`src/inc/cdcr_pkg.sv`:
```
// Package for the cable diagnostic calibration register bank: map, fields, reset values, types
package cdcr_pkg;

   // Register indices; the byte address on the bus is four times the index
   localparam logic [11:0] IDX_REF_0M = 12'h898;
   localparam logic [11:0] IDX_REF_200M = 12'h899;
   localparam logic [11:0] IDX_REF_400M = 12'h89a;
   localparam logic [11:0] IDX_REF_600M = 12'h89b;
   localparam logic [11:0] IDX_REF_800M = 12'h89c;
   localparam logic [11:0] IDX_REF_1000M = 12'h89d;
   localparam logic [11:0] IDX_CAL_0 = 12'h8e9;
   localparam logic [11:0] IDX_CAL_1 = 12'h8ea;
   localparam logic [11:0] IDX_CAL_2 = 12'h8eb;
   localparam logic [11:0] IDX_CAL_3 = 12'h8ec;
   localparam logic [11:0] IDX_CAL_4 = 12'h8ed;
   localparam logic [11:0] IDX_CAL_5 = 12'h8ee;
   localparam logic [11:0] IDX_METRIC = 12'ha9d;
   localparam logic [11:0] IDX_STATUS = 12'ha9f;
   localparam logic [11:0] IDX_CTRL = 12'ha00;
   localparam logic [11:0] IDX_IRQ_STAT = 12'ha01;
   localparam logic [11:0] IDX_IRQ_MASK = 12'ha02;

   // Tables of indices, entry 0 first
   localparam logic [5:0][11:0] REF_IDX = {IDX_REF_1000M, IDX_REF_800M, IDX_REF_600M,
                                           IDX_REF_400M, IDX_REF_200M, IDX_REF_0M};
   localparam logic [5:0][11:0] CAL_IDX = {IDX_CAL_5, IDX_CAL_4, IDX_CAL_3,
                                           IDX_CAL_2, IDX_CAL_1, IDX_CAL_0};

   // Reset values, entry 0 first
   localparam logic [5:0][11:0] REF_RST = {12'h107, 12'h0b2, 12'h089, 12'h058, 12'h041, 12'h02e};
   localparam logic [5:0][7:0] CAL_RST = {8'h7a, 8'h64, 8'h51, 8'h2f, 8'h19, 8'h00};

   // Field positions
   localparam int METRIC_LSB = 4;
   localparam int STAT_DONE_BIT = 15;
   localparam int CTRL_START_BIT = 0;
   localparam int IRQ_DONE_BIT = 0;
   localparam int IRQ_RANGE_BIT = 1;

   // Distance between reference steps in meters
   localparam logic [10:0] STEP_METERS = 11'h0c8;
   localparam logic [10:0] MAX_METERS = 11'h3e8;

   // Measurement sequencer states
   typedef enum logic [1:0] {
      CDCR_IDLE = 2'b00,
      CDCR_WAIT = 2'b01,
      CDCR_CALC = 2'b10
   } cdcr_fsm_t;

   // Classic Wishbone request and answer
   typedef struct packed {
      logic cyc;
      logic stb;
      logic we;
      logic [13:0] adr;
      logic [31:0] dat;
      logic [3:0] sel;
   } cdcr_wb_req_t;

   typedef struct packed {
      logic ack;
      logic [31:0] dat;
   } cdcr_wb_rsp_t;

   // Measurement handed over by the diagnostic engine
   typedef struct packed {
      logic valid;
      logic [11:0] metric;
   } cdcr_meas_t;

   // Whole state of the bank
   typedef struct packed {
      logic [5:0][11:0] ref_metric;
      logic [5:0][7:0] calib;
      logic [11:0] metric;
      logic done;
      logic [10:0] length;
      cdcr_fsm_t fsm;
      logic [1:0] irq_stat;
      logic [1:0] irq_mask;
      logic irq;
      cdcr_wb_rsp_t rsp;
   } cdcr_state_t;

endpackage

```
`src/rtl/cdcr_regs.sv`:
```
// Cable diagnostic calibration register bank with length estimator and Wishbone slave
`timescale 1ns/10ps
// Operation
// - The 200 m reference metric for one volt amplitude is a 12-bit read-write field in bits 11-0, reset 0x41.
// - The 400 m reference metric for one volt amplitude is a 12-bit read-write field, reset 0x58.
// - The 600 m reference metric for one volt amplitude is a 12-bit read-write field in bits 11-0, reset 0x89.
// - The 800 m reference metric for one volt amplitude is a 12-bit read-write field in bits 11-0, reset 0xB2.
// - The 1000 m reference metric for one volt amplitude is a 12-bit read-write field in bits 11-0, reset 0x107.
// - Calibration entry 0 is an 8-bit read-write field in bits 7-0, upper byte reads zero, reset 0x0.
// - Calibration entries 1 and 2 are 8-bit read-write fields with resets 0x19 and 0x2F.
// - Calibration entries 3, 4 and 5 are 8-bit read-write fields with resets 0x51, 0x64 and 0x7A.
// - The measured metric reads back as 12 bits in bits 15-4 with bits 3-0 zero, and is zero after reset.
// - Status bit 15 reads 0 while a measurement runs and 1 once it has completed.
// - Status bits 10-0 give the estimated cable length in meters, with bits 14-11 reading zero.
// - The 0 m reference metric for one volt amplitude is a 12-bit read-write field, reset 0x2E.
module cdcr_regs (
   // Clock and reset
   input wire logic clk_i,
   input wire logic rst_i,
   // Register bus
   input wire cdcr_pkg::cdcr_wb_req_t wb_req_i,
   output cdcr_pkg::cdcr_wb_rsp_t wb_rsp_o,
   // Measurement from the diagnostic engine
   input wire cdcr_pkg::cdcr_meas_t meas_i,
   // Interrupt
   output logic irq_o
);
   import cdcr_pkg::*;

   cdcr_state_t s_r;
   cdcr_state_t s_nxt;

   logic req;
   logic wr_now;
   logic [11:0] widx;
   logic [15:0] rdata;
   logic [2:0] step_idx;
   logic start_wr;
   logic [1:0] irq_ev;

   // Merge a 16-bit register with write data under the two low byte lanes
   function automatic logic [15:0] lane_merge(input logic [15:0] old, input logic [15:0] wd,
                                              input logic [1:0] sel);
      logic [15:0] res;
      res = old;
      if (sel[0]) begin
         res[7:0] = wd[7:0];
      end
      if (sel[1]) begin
         res[15:8] = wd[15:8];
      end
      return res;
   endfunction

   // Highest reference step that the metric has reached; a larger metric means a longer cable
   function automatic logic [2:0] reached_step(input logic [11:0] metric,
                                               input logic [5:0][11:0] refs);
      logic [2:0] k;
      k = 3'h0;
      for (int i = 1; i < 6; i++) begin
         if (metric >= refs[i]) begin
            k = 3'(i);
         end
      end
      return k;
   endfunction

   // Bus decode helpers; a write lands on the edge where the master sees ack
   assign req = wb_req_i.cyc & wb_req_i.stb;
   assign widx = wb_req_i.adr[13:2];
   assign wr_now = req & wb_req_i.we & s_r.rsp.ack;
   assign start_wr = wr_now & (widx == IDX_CTRL) & wb_req_i.sel[0] & wb_req_i.dat[CTRL_START_BIT];
   assign step_idx = reached_step(s_r.metric, s_r.ref_metric);

   // Read multiplexer; unmapped and reserved bits read as zero
   always_comb begin
      rdata = 16'h0000;
      for (int i = 0; i < 6; i++) begin
         if (widx == REF_IDX[i]) begin
            rdata = {4'h0, s_r.ref_metric[i]};
         end
         if (widx == CAL_IDX[i]) begin
            rdata = {8'h00, s_r.calib[i]};
         end
      end
      if (widx == IDX_METRIC) begin
         rdata = {s_r.metric, 4'h0};
      end
      if (widx == IDX_STATUS) begin
         rdata = {s_r.done, 4'h0, s_r.length};
      end
      if (widx == IDX_IRQ_STAT) begin
         rdata = {14'h0000, s_r.irq_stat};
      end
      if (widx == IDX_IRQ_MASK) begin
         rdata = {14'h0000, s_r.irq_mask};
      end
   end

   // Next state of the whole bank
   always_comb begin
      s_nxt = s_r;
      irq_ev = 2'b00;
      // One-cycle ack per request, read data captured with it
      s_nxt.rsp.ack = req & ~s_r.rsp.ack;
      s_nxt.rsp.dat = (req & ~s_r.rsp.ack) ? {16'h0000, rdata} : 32'h0000_0000;

      // Measurement sequencer
      unique case (s_r.fsm)
         CDCR_IDLE: begin
            s_nxt.fsm = CDCR_IDLE;
         end
         CDCR_WAIT: begin
            if (meas_i.valid) begin
               s_nxt.metric = meas_i.metric;
               s_nxt.fsm = CDCR_CALC;
            end
         end
         CDCR_CALC: begin
            // Comparison runs a cycle after capture to keep the compare chain off the input path
            s_nxt.length = 11'(step_idx * STEP_METERS);
            s_nxt.done = 1'b1;
            s_nxt.fsm = CDCR_IDLE;
            irq_ev[IRQ_DONE_BIT] = 1'b1;
            irq_ev[IRQ_RANGE_BIT] = (step_idx == 3'h5);
         end
         default: begin
            s_nxt.fsm = CDCR_IDLE;
         end
      endcase

      // Software writes to the configuration tables
      if (wr_now) begin
         for (int i = 0; i < 6; i++) begin
            if (widx == REF_IDX[i]) begin
               s_nxt.ref_metric[i] = 12'(lane_merge({4'h0, s_r.ref_metric[i]}, wb_req_i.dat[15:0],
                                                    wb_req_i.sel[1:0]));
            end
            if (widx == CAL_IDX[i]) begin
               s_nxt.calib[i] = 8'(lane_merge({8'h00, s_r.calib[i]}, wb_req_i.dat[15:0],
                                              wb_req_i.sel[1:0]));
            end
         end
         if ((widx == IDX_IRQ_MASK) & wb_req_i.sel[0]) begin
            s_nxt.irq_mask = wb_req_i.dat[1:0];
         end
      end

      // A start restarts any running measurement and clears completion
      if (start_wr) begin
         s_nxt.done = 1'b0;
         s_nxt.fsm = CDCR_WAIT;
      end

      // Write one to clear, but an event in the same cycle wins
      if (wr_now & (widx == IDX_IRQ_STAT) & wb_req_i.sel[0]) begin
         s_nxt.irq_stat = s_r.irq_stat & ~wb_req_i.dat[1:0];
      end
      s_nxt.irq_stat = s_nxt.irq_stat | irq_ev;
      s_nxt.irq = |(s_nxt.irq_stat & s_nxt.irq_mask);
   end

   // State register with synchronous reset
   always_ff @(posedge clk_i) begin
      if (rst_i) begin
         s_r.ref_metric <= REF_RST;
         s_r.calib <= CAL_RST;
         s_r.metric <= 12'h000;
         s_r.done <= 1'b0;
         s_r.length <= 11'h000;
         s_r.fsm <= CDCR_IDLE;
         s_r.irq_stat <= 2'b00;
         s_r.irq_mask <= 2'b00;
         s_r.irq <= 1'b0;
         s_r.rsp <= '0;
      end else begin
         s_r <= s_nxt;
      end
   end

   // Outputs straight from the state flops
   assign wb_rsp_o = s_r.rsp;
   assign irq_o = s_r.irq;

   // Checks
   logic rd_cal_hit;
   logic rd_metric_hit;
   logic wr_ref1_full;
   assign rd_cal_hit = req & ~wb_req_i.we & ~s_r.rsp.ack & ((widx == IDX_CAL_0) | (widx == IDX_CAL_5));
   assign rd_metric_hit = req & ~wb_req_i.we & ~s_r.rsp.ack & (widx == IDX_METRIC);
   assign wr_ref1_full = wr_now & (widx == IDX_REF_200M) & (wb_req_i.sel[1:0] == 2'b11);

   a_ack_one_pulse: assert property (@(posedge clk_i) disable iff (rst_i)
      s_r.rsp.ack |=> !s_r.rsp.ack) else $error("ack held longer than one cycle");

   a_ack_answers_req: assert property (@(posedge clk_i) disable iff (rst_i)
      (req && !s_r.rsp.ack) |=> s_r.rsp.ack) else $error("request not answered next cycle");

   a_ref_reset_vals: assert property (@(posedge clk_i) disable iff (rst_i)
      $fell(rst_i) |-> (s_r.ref_metric[0] == 12'h02e && s_r.ref_metric[1] == 12'h041 &&
                       s_r.ref_metric[2] == 12'h058 && s_r.ref_metric[3] == 12'h089 &&
                       s_r.ref_metric[4] == 12'h0b2 && s_r.ref_metric[5] == 12'h107))
      else $error("reference metric reset value wrong");

   a_cal_reset_vals: assert property (@(posedge clk_i) disable iff (rst_i)
      $fell(rst_i) |-> (s_r.calib[0] == 8'h00 && s_r.calib[1] == 8'h19 && s_r.calib[2] == 8'h2f &&
                       s_r.calib[3] == 8'h51 && s_r.calib[4] == 8'h64 && s_r.calib[5] == 8'h7a))
      else $error("calibration reset value wrong");

   a_ref_write_lands: assert property (@(posedge clk_i) disable iff (rst_i)
      wr_ref1_full |=> s_r.ref_metric[1] == $past(wb_req_i.dat[11:0]))
      else $error("reference write not stored");

   a_cal_upper_zero: assert property (@(posedge clk_i) disable iff (rst_i)
      rd_cal_hit |=> (s_r.rsp.ack && s_r.rsp.dat[31:8] == 24'h000000))
      else $error("calibration upper bits not zero");

   a_metric_layout: assert property (@(posedge clk_i) disable iff (rst_i)
      rd_metric_hit |=> (s_r.rsp.dat[3:0] == 4'h0 && s_r.rsp.dat[15:4] == $past(s_r.metric)))
      else $error("metric read layout wrong");

   a_start_clears_done: assert property (@(posedge clk_i) disable iff (rst_i)
      start_wr |=> (!s_r.done && s_r.fsm == CDCR_WAIT)) else $error("start did not clear completion");

   a_done_after_meas: assert property (@(posedge clk_i) disable iff (rst_i)
      (s_r.fsm == CDCR_WAIT && meas_i.valid && !start_wr) |=> ##1 (s_r.done || $past(start_wr)))
      else $error("completion not set two cycles after measurement");

   a_length_steps: assert property (@(posedge clk_i) disable iff (rst_i)
      s_r.done |-> (s_r.length <= MAX_METERS && (s_r.length % STEP_METERS) == 11'h000))
      else $error("cable length out of step grid");

   a_done_sets_irq: assert property (@(posedge clk_i) disable iff (rst_i)
      $rose(s_r.done) |-> s_r.irq_stat[IRQ_DONE_BIT]) else $error("completion event not latched");

   a_irq_level: assert property (@(posedge clk_i) disable iff (rst_i)
      irq_o == |(s_r.irq_stat & s_r.irq_mask)) else $error("interrupt output disagrees with status");

   // Helpers for the field checks: a full-width write where it lands, a read where it is taken
   logic wr_full;
   logic rd_take;
   logic calc_now;
   assign wr_full = wr_now & (wb_req_i.sel[1:0] == 2'b11);
   assign rd_take = req & ~wb_req_i.we & ~s_r.rsp.ack;
   assign calc_now = (s_r.fsm == CDCR_CALC);

   a_ref0_write_lands: assert property (@(posedge clk_i) disable iff (rst_i)
      (wr_full && widx == IDX_REF_0M) |=> s_r.ref_metric[0] == $past(wb_req_i.dat[11:0]))
      else $error("0 m reference write not stored");

   a_ref2_write_lands: assert property (@(posedge clk_i) disable iff (rst_i)
      (wr_full && widx == IDX_REF_400M) |=> s_r.ref_metric[2] == $past(wb_req_i.dat[11:0]))
      else $error("400 m reference write not stored");

   a_ref3_write_lands: assert property (@(posedge clk_i) disable iff (rst_i)
      (wr_full && widx == IDX_REF_600M) |=> s_r.ref_metric[3] == $past(wb_req_i.dat[11:0]))
      else $error("600 m reference write not stored");

   a_ref4_write_lands: assert property (@(posedge clk_i) disable iff (rst_i)
      (wr_full && widx == IDX_REF_800M) |=> s_r.ref_metric[4] == $past(wb_req_i.dat[11:0]))
      else $error("800 m reference write not stored");

   a_ref5_write_lands: assert property (@(posedge clk_i) disable iff (rst_i)
      (wr_full && widx == IDX_REF_1000M) |=> s_r.ref_metric[5] == $past(wb_req_i.dat[11:0]))
      else $error("1000 m reference write not stored");

   a_cal0_write_lands: assert property (@(posedge clk_i) disable iff (rst_i)
      (wr_now && wb_req_i.sel[0] && widx == IDX_CAL_0) |=> s_r.calib[0] == $past(wb_req_i.dat[7:0]))
      else $error("calibration entry 0 write not stored");

   a_cal1_write_lands: assert property (@(posedge clk_i) disable iff (rst_i)
      (wr_now && wb_req_i.sel[0] && widx == IDX_CAL_1) |=> s_r.calib[1] == $past(wb_req_i.dat[7:0]))
      else $error("calibration entry 1 write not stored");

   a_cal2_write_lands: assert property (@(posedge clk_i) disable iff (rst_i)
      (wr_now && wb_req_i.sel[0] && widx == IDX_CAL_2) |=> s_r.calib[2] == $past(wb_req_i.dat[7:0]))
      else $error("calibration entry 2 write not stored");

   a_cal3_write_lands: assert property (@(posedge clk_i) disable iff (rst_i)
      (wr_now && wb_req_i.sel[0] && widx == IDX_CAL_3) |=> s_r.calib[3] == $past(wb_req_i.dat[7:0]))
      else $error("calibration entry 3 write not stored");

   a_cal4_write_lands: assert property (@(posedge clk_i) disable iff (rst_i)
      (wr_now && wb_req_i.sel[0] && widx == IDX_CAL_4) |=> s_r.calib[4] == $past(wb_req_i.dat[7:0]))
      else $error("calibration entry 4 write not stored");

   a_cal5_write_lands: assert property (@(posedge clk_i) disable iff (rst_i)
      (wr_now && wb_req_i.sel[0] && widx == IDX_CAL_5) |=> s_r.calib[5] == $past(wb_req_i.dat[7:0]))
      else $error("calibration entry 5 write not stored");

   a_ref0_read_back: assert property (@(posedge clk_i) disable iff (rst_i)
      (rd_take && widx == IDX_REF_0M) |=> s_r.rsp.dat[15:0] == {4'h0, $past(s_r.ref_metric[0])})
      else $error("0 m reference read wrong");

   a_ref1_read_back: assert property (@(posedge clk_i) disable iff (rst_i)
      (rd_take && widx == IDX_REF_200M) |=> s_r.rsp.dat[15:0] == {4'h0, $past(s_r.ref_metric[1])})
      else $error("200 m reference read wrong");

   a_ref2_read_back: assert property (@(posedge clk_i) disable iff (rst_i)
      (rd_take && widx == IDX_REF_400M) |=> s_r.rsp.dat[15:0] == {4'h0, $past(s_r.ref_metric[2])})
      else $error("400 m reference read wrong");

   a_ref3_read_back: assert property (@(posedge clk_i) disable iff (rst_i)
      (rd_take && widx == IDX_REF_600M) |=> s_r.rsp.dat[15:0] == {4'h0, $past(s_r.ref_metric[3])})
      else $error("600 m reference read wrong");

   a_ref4_read_back: assert property (@(posedge clk_i) disable iff (rst_i)
      (rd_take && widx == IDX_REF_800M) |=> s_r.rsp.dat[15:0] == {4'h0, $past(s_r.ref_metric[4])})
      else $error("800 m reference read wrong");

   a_ref5_read_back: assert property (@(posedge clk_i) disable iff (rst_i)
      (rd_take && widx == IDX_REF_1000M) |=> s_r.rsp.dat[15:0] == {4'h0, $past(s_r.ref_metric[5])})
      else $error("1000 m reference read wrong");

   a_status_read_layout: assert property (@(posedge clk_i) disable iff (rst_i)
      (rd_take && widx == IDX_STATUS) |=> s_r.rsp.dat[15:0] == {$past(s_r.done), 4'h0, $past(s_r.length)})
      else $error("status read layout wrong");

   a_metric_read_only: assert property (@(posedge clk_i) disable iff (rst_i)
      (wr_now && widx == IDX_METRIC && !(s_r.fsm == CDCR_WAIT && meas_i.valid)) |=> $stable(s_r.metric))
      else $error("write reached the measured metric");

   a_status_read_only: assert property (@(posedge clk_i) disable iff (rst_i)
      (wr_now && widx == IDX_STATUS && !calc_now) |=> ($stable(s_r.length) && $stable(s_r.done)))
      else $error("write reached the status word");

   a_metric_capture: assert property (@(posedge clk_i) disable iff (rst_i)
      (s_r.fsm == CDCR_WAIT && meas_i.valid) |=> s_r.metric == $past(meas_i.metric))
      else $error("measured metric not captured");

   a_metric_hold: assert property (@(posedge clk_i) disable iff (rst_i)
      !(s_r.fsm == CDCR_WAIT && meas_i.valid) |=> $stable(s_r.metric))
      else $error("measured metric changed without a capture");

   a_busy_reads_zero: assert property (@(posedge clk_i) disable iff (rst_i)
      s_r.fsm != CDCR_IDLE |-> !s_r.done)
      else $error("completion shown while measuring");

   a_done_means_idle: assert property (@(posedge clk_i) disable iff (rst_i)
      s_r.done |-> s_r.fsm == CDCR_IDLE)
      else $error("completion shown with sequencer busy");

   a_length_holds: assert property (@(posedge clk_i) disable iff (rst_i)
      s_r.done |=> $stable(s_r.length))
      else $error("cable length changed after completion");

   // A short cable reaches no step at all, whatever order software left the references in
   a_length_zero: assert property (@(posedge clk_i) disable iff (rst_i)
      (calc_now && s_r.metric < s_r.ref_metric[1] && s_r.metric < s_r.ref_metric[2] &&
       s_r.metric < s_r.ref_metric[3] && s_r.metric < s_r.ref_metric[4] &&
       s_r.metric < s_r.ref_metric[5]) |=> s_r.length == 11'h000)
      else $error("short cable not reported as zero length");

   a_length_mid_step: assert property (@(posedge clk_i) disable iff (rst_i)
      (calc_now && s_r.metric >= s_r.ref_metric[3] && s_r.metric < s_r.ref_metric[4] &&
       s_r.metric < s_r.ref_metric[5]) |=> s_r.length == 11'(3 * STEP_METERS))
      else $error("600 m step not reported");

   a_length_top_step: assert property (@(posedge clk_i) disable iff (rst_i)
      (calc_now && s_r.metric >= s_r.ref_metric[5]) |=> s_r.length == MAX_METERS)
      else $error("longest step not reported");

   a_range_event: assert property (@(posedge clk_i) disable iff (rst_i)
      (calc_now && s_r.metric >= s_r.ref_metric[5]) |=> s_r.irq_stat[IRQ_RANGE_BIT])
      else $error("beyond-last-step event not latched");

   a_done_bit_clears: assert property (@(posedge clk_i) disable iff (rst_i)
      (wr_now && widx == IDX_IRQ_STAT && wb_req_i.sel[0] && wb_req_i.dat[IRQ_DONE_BIT] && !calc_now)
      |=> !s_r.irq_stat[IRQ_DONE_BIT])
      else $error("write one did not clear the done event");

   a_rdata_idle_zero: assert property (@(posedge clk_i) disable iff (rst_i)
      !s_r.rsp.ack |-> s_r.rsp.dat == 32'h0000_0000)
      else $error("read data not zero outside ack");

   a_rdata_upper_zero: assert property (@(posedge clk_i) disable iff (rst_i)
      s_r.rsp.ack |-> s_r.rsp.dat[31:16] == 16'h0000)
      else $error("upper half of read data not zero");

endmodule

```
`config.mk`:
```
export PLATFORM = sky130hd
export DESIGN_NAME = cdcr_regs
export DESIGN_NICKNAME = d
export VERILOG_FILES = /design/src/inc/cdcr_pkg.sv /design/src/rtl/cdcr_regs.sv
export SDC_FILE = /design/constraint.sdc
export NUM_CORES = 1
export LEC_CHECK = 0
export ABC_AREA = 0
export BUFFER_PORTS_ARGS = -buffer_cell sky130_fd_sc_hd__buf_2
export CORE_AREA = 2 2 124 126
export DETAILED_ROUTE_END_ITERATION = 10
export DIE_AREA = 0 0 126 128
export MAX_ROUTING_LAYER = met4
export PLACE_DENSITY = 0.93
export SKIP_CTS_REPAIR_TIMING = 1
export SLEW_MARGIN = 40
export SYNTH_ARGS = -nofsm -noshare
export SYNTH_HDL_FRONTEND = slang
export SYNTH_SLANG_ARGS = --single-unit
```
`constraint.sdc`:
```
create_clock -name clk_i -period 7.4 [get_ports clk_i]
set_clock_uncertainty 0.15 [all_clocks]
set_input_delay 0.37 -clock clk_i [delete_from_list [all_inputs] [get_ports clk_i]]
set_output_delay 0.37 -clock clk_i [all_outputs]
set_load 0.01 [all_outputs]
```
Word level (Yosys, flattened, before mapping)
Cells that the tools add are included.
{"block": "word_totals", "input_bits": 68, "register_bits": 181, "word_cells": 128, "out_inout_bits": 34}
{"block": "op_classes", "n_reduce_logical": 25, "multipliers": 1, "order_cmp": 5, "mux": 28, "n_eq_ne": 21, "n_bitwise": 17}
{"op": "$mux 16", "n": 13}
{"op": "$eq 12x12->1 const B", "n": 17}
{"op": "$ge 12x12->1", "n": 5}
{"op": "$reduce_and 3->1", "n": 18}
{"op": "$mux 12", "n": 1}
{"op": "$mux 2", "n": 6}
{"op": "$mux 3", "n": 4}
{"op": "$and 1x1->1", "n": 10}
{"op": "$mul 3x5->8 const B", "n": 1}
{"op": "$reduce_or 2->1", "n": 3}
{"op": "$reduce_or 5->1", "n": 1}
{"op": "$and 2x2->2", "n": 2}
{"op": "$mux 1", "n": 4}
{"op": "$reduce_or 4->1", "n": 1}
{"op": "$eq 3x3->1 const B", "n": 1}
{"op": "$ne 3x3->1 const B", "n": 1}
{"op": "$not 1->1", "n": 3}
{"op": "$reduce_or 3->1", "n": 1}
{"op": "$eq 2x1->1 const B", "n": 1}
{"op": "$eq 2x2->1 const B", "n": 1}
{"op": "$not 2->2", "n": 1}
{"op": "$or 2x2->2", "n": 1}
{"op": "$reduce_and 2->1", "n": 1}

Logic depth before layout (Yosys ltp)
Gate-level depths: netlist of run 1.
{"block": "logic_depth", "ltp_word": 17, "depth_mapped": 14, "mapped_depth_nobuf": 14}

Worst setup path after synthesis of run 1
No wires, ideal clock.
{"block": "synth_timing", "path_type": "register to register", "from": "reg s_r[52] (netlist bit)", "to": "reg s_r[50] (netlist bit)", "setup_slack_ns": 4.257, "arrival_time_ns": 2.861, "t_required_ns": 7.118, "path_stages_with_launch": 15, "period_less_slack_ns": 3.143, "n_path_buf": 0, "path_cell_list": "dfxtp_1 > inv_1 > ha_1 > nand2b_1 > a31oi_1 > o21ai_0 > a2111oi_2 > nand2b_1 > or2_2 > ha_1 > inv_1 > ha_1 > ha_1 > nor3_1 > nor3_1"}
{"block": "synth_via", "word_cells_on_any_way": 11, "cone_classes": "1 x mul; 5 x order compare; 5 x mux"}
{"element": "from (decl)", "line": "cdcr_regs.sv:30", "rtl": "cdcr_state_t s_r;"}
{"element": "from (signal assigned)", "line": "cdcr_regs.sv:177", "rtl": "s_r <= s_nxt;"}
{"element": "$ge 12x12->1", "line": "cdcr_regs.sv:61", "rtl": "if (metric >= refs[i]) begin"}
{"element": "$mux 3 (2 in series)", "line": "cdcr_regs.sv:61"}
{"element": "$mux 3 *", "line": "cdcr_regs.sv:61"}
{"element": "named net step_idx[2]", "line": "cdcr_regs.sv:37", "rtl": "logic [2:0] step_idx;"}
{"element": "$mul 3x5->8 *", "line": "cdcr_regs.sv:121", "rtl": "s_nxt.length = 11'(step_idx * STEP_METERS);"}
Mark *: on every way through the listed nets, which the timed path passes. The rest lies on a longest branch.
A chain may end at the register's enable or synchronous reset.

Worst setup path in the final report of run 1
{"block": "layout_timing", "from": "reg s_r[56] (netlist bit)", "to": "reg s_r[50] (netlist bit)"}
The elaborated chain is that of the path after synthesis.

==> flow_summary.json, run 1 <==
{
  "netlist_instances": 1077,
  "synth-compound-area-share_pct": 17.2,
  "wirelength_um": 28100,
  "totalPowerFinal_uw": 1910,
  "cts.htree.levels": 4,
  "drive_gt1_share_pct": 13.1,
  "slew_viol_final": 0,
  "clkSinkCount": 164,
  "synth_area_leaders": "dfxtp_1 (35%), mux2i_1 (9.7%), ha_1 (8.8%)",
  "grt_max_degree": 76,
  "syn_to_final_growth_pct": 7.50,
  "antenna_found_initial": 0,
  "required_ns": 7.53,
  "antenna_left": 0,
  "period_share_pct": 52.7,
  "critical_path_arrival_ns": 4.03,
  "grt_pass1_wl_um": 43000,
  "cp_cell_sequence": "ha_1 > a21o_1 > a21oi_1 > o21ai_0 > a2111oi_2 > nand2b_1 > or2_2 > ha_1 > inv_1 > ha_1 > ha_1 > nor3_1 > nor3_1",
  "drt_iter0_drc": 1371,
  "power_density_mw_per_mm2": 190,
  "synth_top_family_by_area": "simple AND/OR/NAND/NOR gates",
  "portBuffers": 61,
  "crit_fanout": 7,
  "maxUsedRoutingLayer": "met4",
  "worstMarginPinSlew_ns": 0.858,
  "end_kind": "flip-flop",
  "initial_utilization_pct": 62.9,
  "rows": 45,
  "cts-buffers-inserted": 17,
  "critPathKind": "flip-flop to flip-flop",
  "synth_adder_area_share_pct": 8.84,
  "slowest_stage": "dfxtp_1",
  "maxCapViolations": 0,
  "fmax_mhz": 256,
  "gr-usage-all-layers_pct": 35.5,
  "rsz0062_at_grt": "false",
  "synth_top_area_cell": "dfxtp_1",
  "cts_buffer_depth": 2,
  "start_kind": "flip-flop",
  "yosysMostFrequentCell": "dfxtp_1",
  "slowest_delay_ns": 0.61,
  "die_x_um": 126,
  "synth_commonest_cells": "dfxtp_1 (164), nor2_1 (122), mux2i_1 (91), nand2_1 (85), a21oi_1 (75)",
  "nFillCells": 1113,
  "num_antenna_cells": 0,
  "setup_viol": 0,
  "path_clk_slew_ns": 0.06,
  "regToRegSetupSlack_ns": 3.50,
  "leakage_uw": 0.00376,
  "synth_mux_area_share_pct": 11.1,
  "hold_violations": 0,
  "max-slew-margin-rel_pct": 42.8,
  "core_region_area_mm2": 0.0149,
  "irDropWorstVdd_mv": 0.174,
  "synth-xor-area-share_pct": 0,
  "cts_tree": "yes",
  "synthArstFlopShare_pct": 0,
  "yosys_most_used_dff": "dfxtp_1",
  "drtPass1Iterations": 6,
  "min_period_ns": 3.90,
  "yosysWarnings": 0,
  "vias": 8504,
  "fin_setup_tns_ns": 0,
  "die_y_um": 128,
  "synth_top_area_share_pct": 35.1,
  "yosysUniqueCellTypes": 76,
  "syn-cell-area_mm2": 0.00934,
  "ys_ff_latch": 164,
  "drt-met1-wl_um": 10400,
  "synth_area_per_cell_um2": 8.68,
  "insertion_delay_ns": 0.44,
  "route.detailed.drc": 0,
  "synthSimpleGateAreaFrac_pct": 18.9,
  "status": "finished clean",
  "first_global_vias": 8119,
  "hp-class": "input port to flip-flop",
  "hpwlAfterDp_um": 19200,
  "die_area_mm2": 0.0161,
  "nets": 1218,
  "wire_per_inst_um": 21.9,
  "met2_length_um": 12700,
  "yosysSeqAreaShare_pct": 35.1,
  "gp_congestion": 0.975,
  "pin_count": 102,
  "clock-root-buffer": "clkbuf_16",
  "avgViaCountPerCell": 6.62,
  "gr-total-overflow": 0,
  "wl_met3_um": 3150,
  "synth-edff-count": 0,
  "cp_common_cell": "ha_1"
}
layer usage:
layer | global-route usage [%] | vias to the layer above
met5 | - | -
met4 | 19.0 | 0
met3 | 9.18 | 177
met2 | 55.3 | 635
met1 | 42.4 | 3885
li1 | - | 3807
sequential cells by signal (all words and copies together), names as in the netlist:
signal	count
irq_o	1
s_r	146
wb_rsp_o	17
per-stage QoR:
stage | area (um2) | instances | utilization (%) | hold slack [ns] | setup slack [ns]
after floorplan | 9400 | 1092 | - | 0.283 | 4.26
after global placement | 9400 | 1253 | 63.3 | 0.291 | 3.85
after detailed placement | 9420 | 1253 | 63.4 | 0.303 | 3.77
after CTS | 10000 | 1284 | 67.5 | 0.0215 | 3.62
after global routing | 10000 | 1284 | 67.6 | 0.0368 | 3.29
final | 10000 | 1284 | 67.6 | 0.0207 | 3.50
layout make-up:
cell class / instances / area (um2) / share of cell area [%]
Multi-Input combinational cell: 771 / 5330 / 53.0
Tap cell: 188 / 235 / 2.34
Timing Repair Buffer: 67 / 353 / 3.51
Inverter: 63 / 236 / 2.35
Clock buffer: 24 / 492 / 4.90
Sequential cell: 164 / 3280 / 32.7
Clock inverter: 7 / 120 / 1.20
cell usage in the layout, fill, tap and decap left out, types with 4 or more instances in the layout:
master     synthesis  layout
nor2b_1           22      22
mux2i_1           91      91
a2111oi_0          5       5
buf_4             39       7
nor2_4             6       6
inv_1             63      62
ha_1              66      66
nand4_1            9       9
nor3_1            17      17
a21o_1             6       6
a31oi_1            4       4
nor2_2             4       6
a222oi_1           5       5
buf_2             13      60
nor3_4             2       4
and3_1             5       5
conb_1             1      16
nor2_1           122     120
o21ai_0           50      50
nand3_1           16      16
o32ai_1            4       4
a221oi_1           4       4
and2_1             6       6
a21oi_1           75      75
clkbuf_8           4       4
o211ai_1          19      19
clkbuf_16          0      17
a22oi_1            6       6
nor4_1            11      11
dfxtp_1          164     164
mux4_2             4       4
nand2_1           85      85
o21a_1             4       4
a211o_1           18      18
nand2b_1           8       8
a211oi_1          11      11
or3_1              5       5
o22ai_1            8       8
where the power goes:
part	switching [uW]	leakage (uW)	internal [uW]	total [uW]
Combinational	74.3	0.00214	23.5	97.8
Sequential	0.152	0.00132	883	883
Clock	359	0.000297	566	925
Total	434	0.00376	1470	1910
path summary, 6_finish.rpt:
check / start / endpoint / depth (start not counted)
worst max register to register: s_r[56] / s_r[50] / 13
worst max-delay path: s_r[56] / s_r[50] / 13
worst min-delay path: meas_i[0] / s_r[52] / 3
worst min register to register: s_r[113] / s_r[113] / 2
cells by family after synthesis:
kind of cell / count (synthesis)
buf+inv: 157
other cells: 1
mux: 98
compound gates: 244
fa+ha+maj: 66
flops: 164
simple gates: 347
critical path, delay by kind of cell, from the launching register on:
kind,cells,cell delay (ns)
buffers and inverters,1,0.05
adders and majority gates,4,1.03
and+or+nand+nor,4,0.92
DFF,1,0.61
AOI/OAI and AO/OA,4,0.99
(Power assumes the default switching activity.)
==> inputs of run 2 (changes only) <==
ABC_AREA = 1   (was 0)
CORE_AREA = 2 2 133 135   (was 2 2 124 126)
DIE_AREA = 0 0 135 137   (was 0 0 126 128)
PLACE_DENSITY = 0.83   (was 0.93)
clock period = 3.2 ns   (was 7.4 ns; I/O delays follow)
==> flow_summary.json, run 2 <==
{
  "synthArstFlopShare_pct": 0,
  "synth_area_leaders": "dfxtp_1 (37%), ha_1 (9.3%), a21oi_1 (8.8%)",
  "pin_count": 102,
  "maxCapViolations": 0,
  "initial_utilization_pct": 51.8,
  "vias": 8808,
  "required_ns": 3.35,
  "mostFrequentLayoutCells": "nand2_1 (172), dfxtp_1 (160), a21oi_1 (155)",
  "slew_viol_final": 0,
  "violations": "hold timing",
  "p_clk_share_pct": 50.6,
  "drtPass1Iterations": 7,
  "drive_gt1_share_pct": 13.2,
  "yosysMostFrequentCell": "nand2_1",
  "critPathKind": "flip-flop to flip-flop",
  "avgViaCountPerCell": 5.85,
  "p_sw_share_pct": 22.2,
  "cts_buffer_depth": 2,
  "grt_max_degree": 76,
  "p_sw_uw": 1010,
  "ys_ff_latch": 164,
  "crit_path_start": "s_r[53]",
  "worstHoldStart": "wb_req_i[51]",
  "synth_top_area_cell": "dfxtp_1",
  "finalNonFillerCells": 1506,
  "largest_register": "s_r",
  "die_y_um": 137,
  "gr-usage-all-layers_pct": 28.5,
  "slowest_delay_ns": 0.52,
  "hpwlAfterDp_um": 18400,
  "path_clk_slew_ns": 0.06,
  "slowest_stage": "dfxtp_1",
  "pwr-share-seq_pct": 45.0,
  "syn-cell-area_mm2": 0.00884,
  "cp_cell_sequence": "ha_1 > a21oi_1 > o31ai_1 > nand3_1 > nand3_1 > a31oi_4 > nand2_2 > ha_1 > inv_1 > ha_1 > ha_1 > o21ai_1 > a21oi_1",
  "gp_congestion": 0.932,
  "yosysWarnings": 0,
  "syn_to_final_growth_pct": 15.0,
  "cp_common_cell": "ha_1",
  "status": "finished, violations left",
  "hold_violations": 2,
  "num_antenna_cells": 0,
  "synth_area_per_cell_um2": 7.37,
  "gr-total-overflow": 0,
  "synth-edff-count": 0,
  "nets": 1402,
  "min_period_ns": 3.06,
  "fmax_mhz": 327,
  "die_x_um": 135,
  "whs_ns": -0.0405,
  "cts-buffers-inserted": 17,
  "rows": 48,
  "max-slew-margin-rel_pct": 42.0,
  "end_kind": "flip-flop",
  "p_int_uw": 3530,
  "antenna_found_initial": 0,
  "yosysSeqAreaShare_pct": 37.1,
  "grt_pass1_wl_um": 39600,
  "power_density_mw_per_mm2": 447,
  "die_area_mm2": 0.0185,
  "insertion_delay_ns": 0.44,
  "core_region_area_mm2": 0.0171,
  "yosys_most_used_dff": "dfxtp_1",
  "wirelength_um": 26500,
  "wire_per_inst_um": 17.6,
  "reg2reg_from": "s_r[53]",
  "setup_viol": 0,
  "irDropWorstVdd_mv": 0.373,
  "yosysUniqueCellTypes": 46,
  "portBuffers": 61,
  "start_kind": "flip-flop",
  "cp_top_family": "adder cells",
  "synth_commonest_cells": "nand2_1 (173), dfxtp_1 (164), a21oi_1 (155), inv_1 (134), o21ai_0 (123)",
  "first_global_vias": 8020,
  "pwr-share-comb_pct": 4.4,
  "period_share_pct": 95.7,
  "largest_reg_flops": 146,
  "rsz0062_at_grt": "false",
  "drt_iter0_drc": 932,
  "clkSinkCount": 164,
  "leakage_uw": 0.00464,
  "route.detailed.drc": 0,
  "clock-root-buffer": "clkbuf_16",
  "critical_path_arrival_ns": 3.21,
  "placedCellCount": 1446,
  "fin_setup_tns_ns": 0,
  "cts_tree": "yes",
  "worstMarginPinSlew_ns": 0.866,
  "cts.htree.levels": 4,
  "netlist_instances": 1200,
  "antenna_left": 0,
  "layout_commonest_cell": "nand2_1",
  "cp_num_buf_inv": 1,
  "crit_fanout": 6,
  "synth_top_area_share_pct": 37.1,
  "hp-class": "input port to flip-flop"
}
run 2: final timing paths:
| check | to | slack (ns) | cells after the start |
|---|---|---|---|
| worst max register to register | s_r[50] | 0.14 | 13 |
| worst min register to register | s_r[45] | 0.32 | 2 |
| worst min-delay path | wb_rsp_o[0] | -0.04 | 5 |
| worst max-delay path | s_r[50] | 0.14 | 13 |
run 2: final cells by class:
cell class              instances  area (um2)
well taps                     225         282
flip-flops and latches        164        3290
multi-input cells             825        4660
repair buffers                101         686
fillers                      1434        6890
clock buffers                  20         457
clock inverters                12         200
inverters                     159         599
run 2: kinds of logic (layout without fill, tap and decap cells):
group,count (synthesis),after routing,share of synthesized area [%]
AOI/OAI and AO/OA,359,359,22.3
adders and majority gates,66,66,9.34
buffers and inverters,226,292,11.3
DFF,164,164,37.1
muxes,1,1,0.113
other,1,16,0.0424
and+or+nand+nor,383,383,19.7
run 2: layer usage:
metal,vias to the layer above,part of all wire [%],global-route usage [%]
met1,4051,38,32.3
met5,-,0,-
met2,489,48,47.5
met3,135,8.5,4.96
li1,4133,-,-
met4,0,5.8,16.8
run 2: power groups by stage:
| stage | sequential (uW) | clock, uW | combinational (uW) |
|---|---|---|---|
| floorplan | 2090 | 0 | 104 |
| global placement | 2090 | 0 | 165 |
| detailed placement | 2090 | 0 | 167 |
| CTS | 2040 | 2300 | 168 |
| global route | 2040 | 2390 | 213 |
| finish | 2040 | 2300 | 200 |
run 2: worst reg2reg max path: stages (launching register included):
cell	delay [ns]
dfxtp_1	0.52
ha_1	0.32
a21oi_1	0.19
o31ai_1	0.09
nand3_1	0.14
nand3_1	0.15
a31oi_4	0.24
nand2_2	0.14
ha_1	0.32
inv_1	0.05
ha_1	0.19
ha_1	0.18
o21ai_1	0.15
a21oi_1	0.08
run 2: per-stage QoR:
step                      setup WS (ns)  utilization [%]  power (uW)  instance area, um2
final                             0.139             59.6        4540               10200
after global routing            0.00236             59.6        4640               10200
after CTS                        0.0341             57.7        4500                9840
after detailed placement          0.180             53.8        2250                9180
after global placement            0.262             53.8        2250                9180
after floorplan                   0.479                -        2190                8900
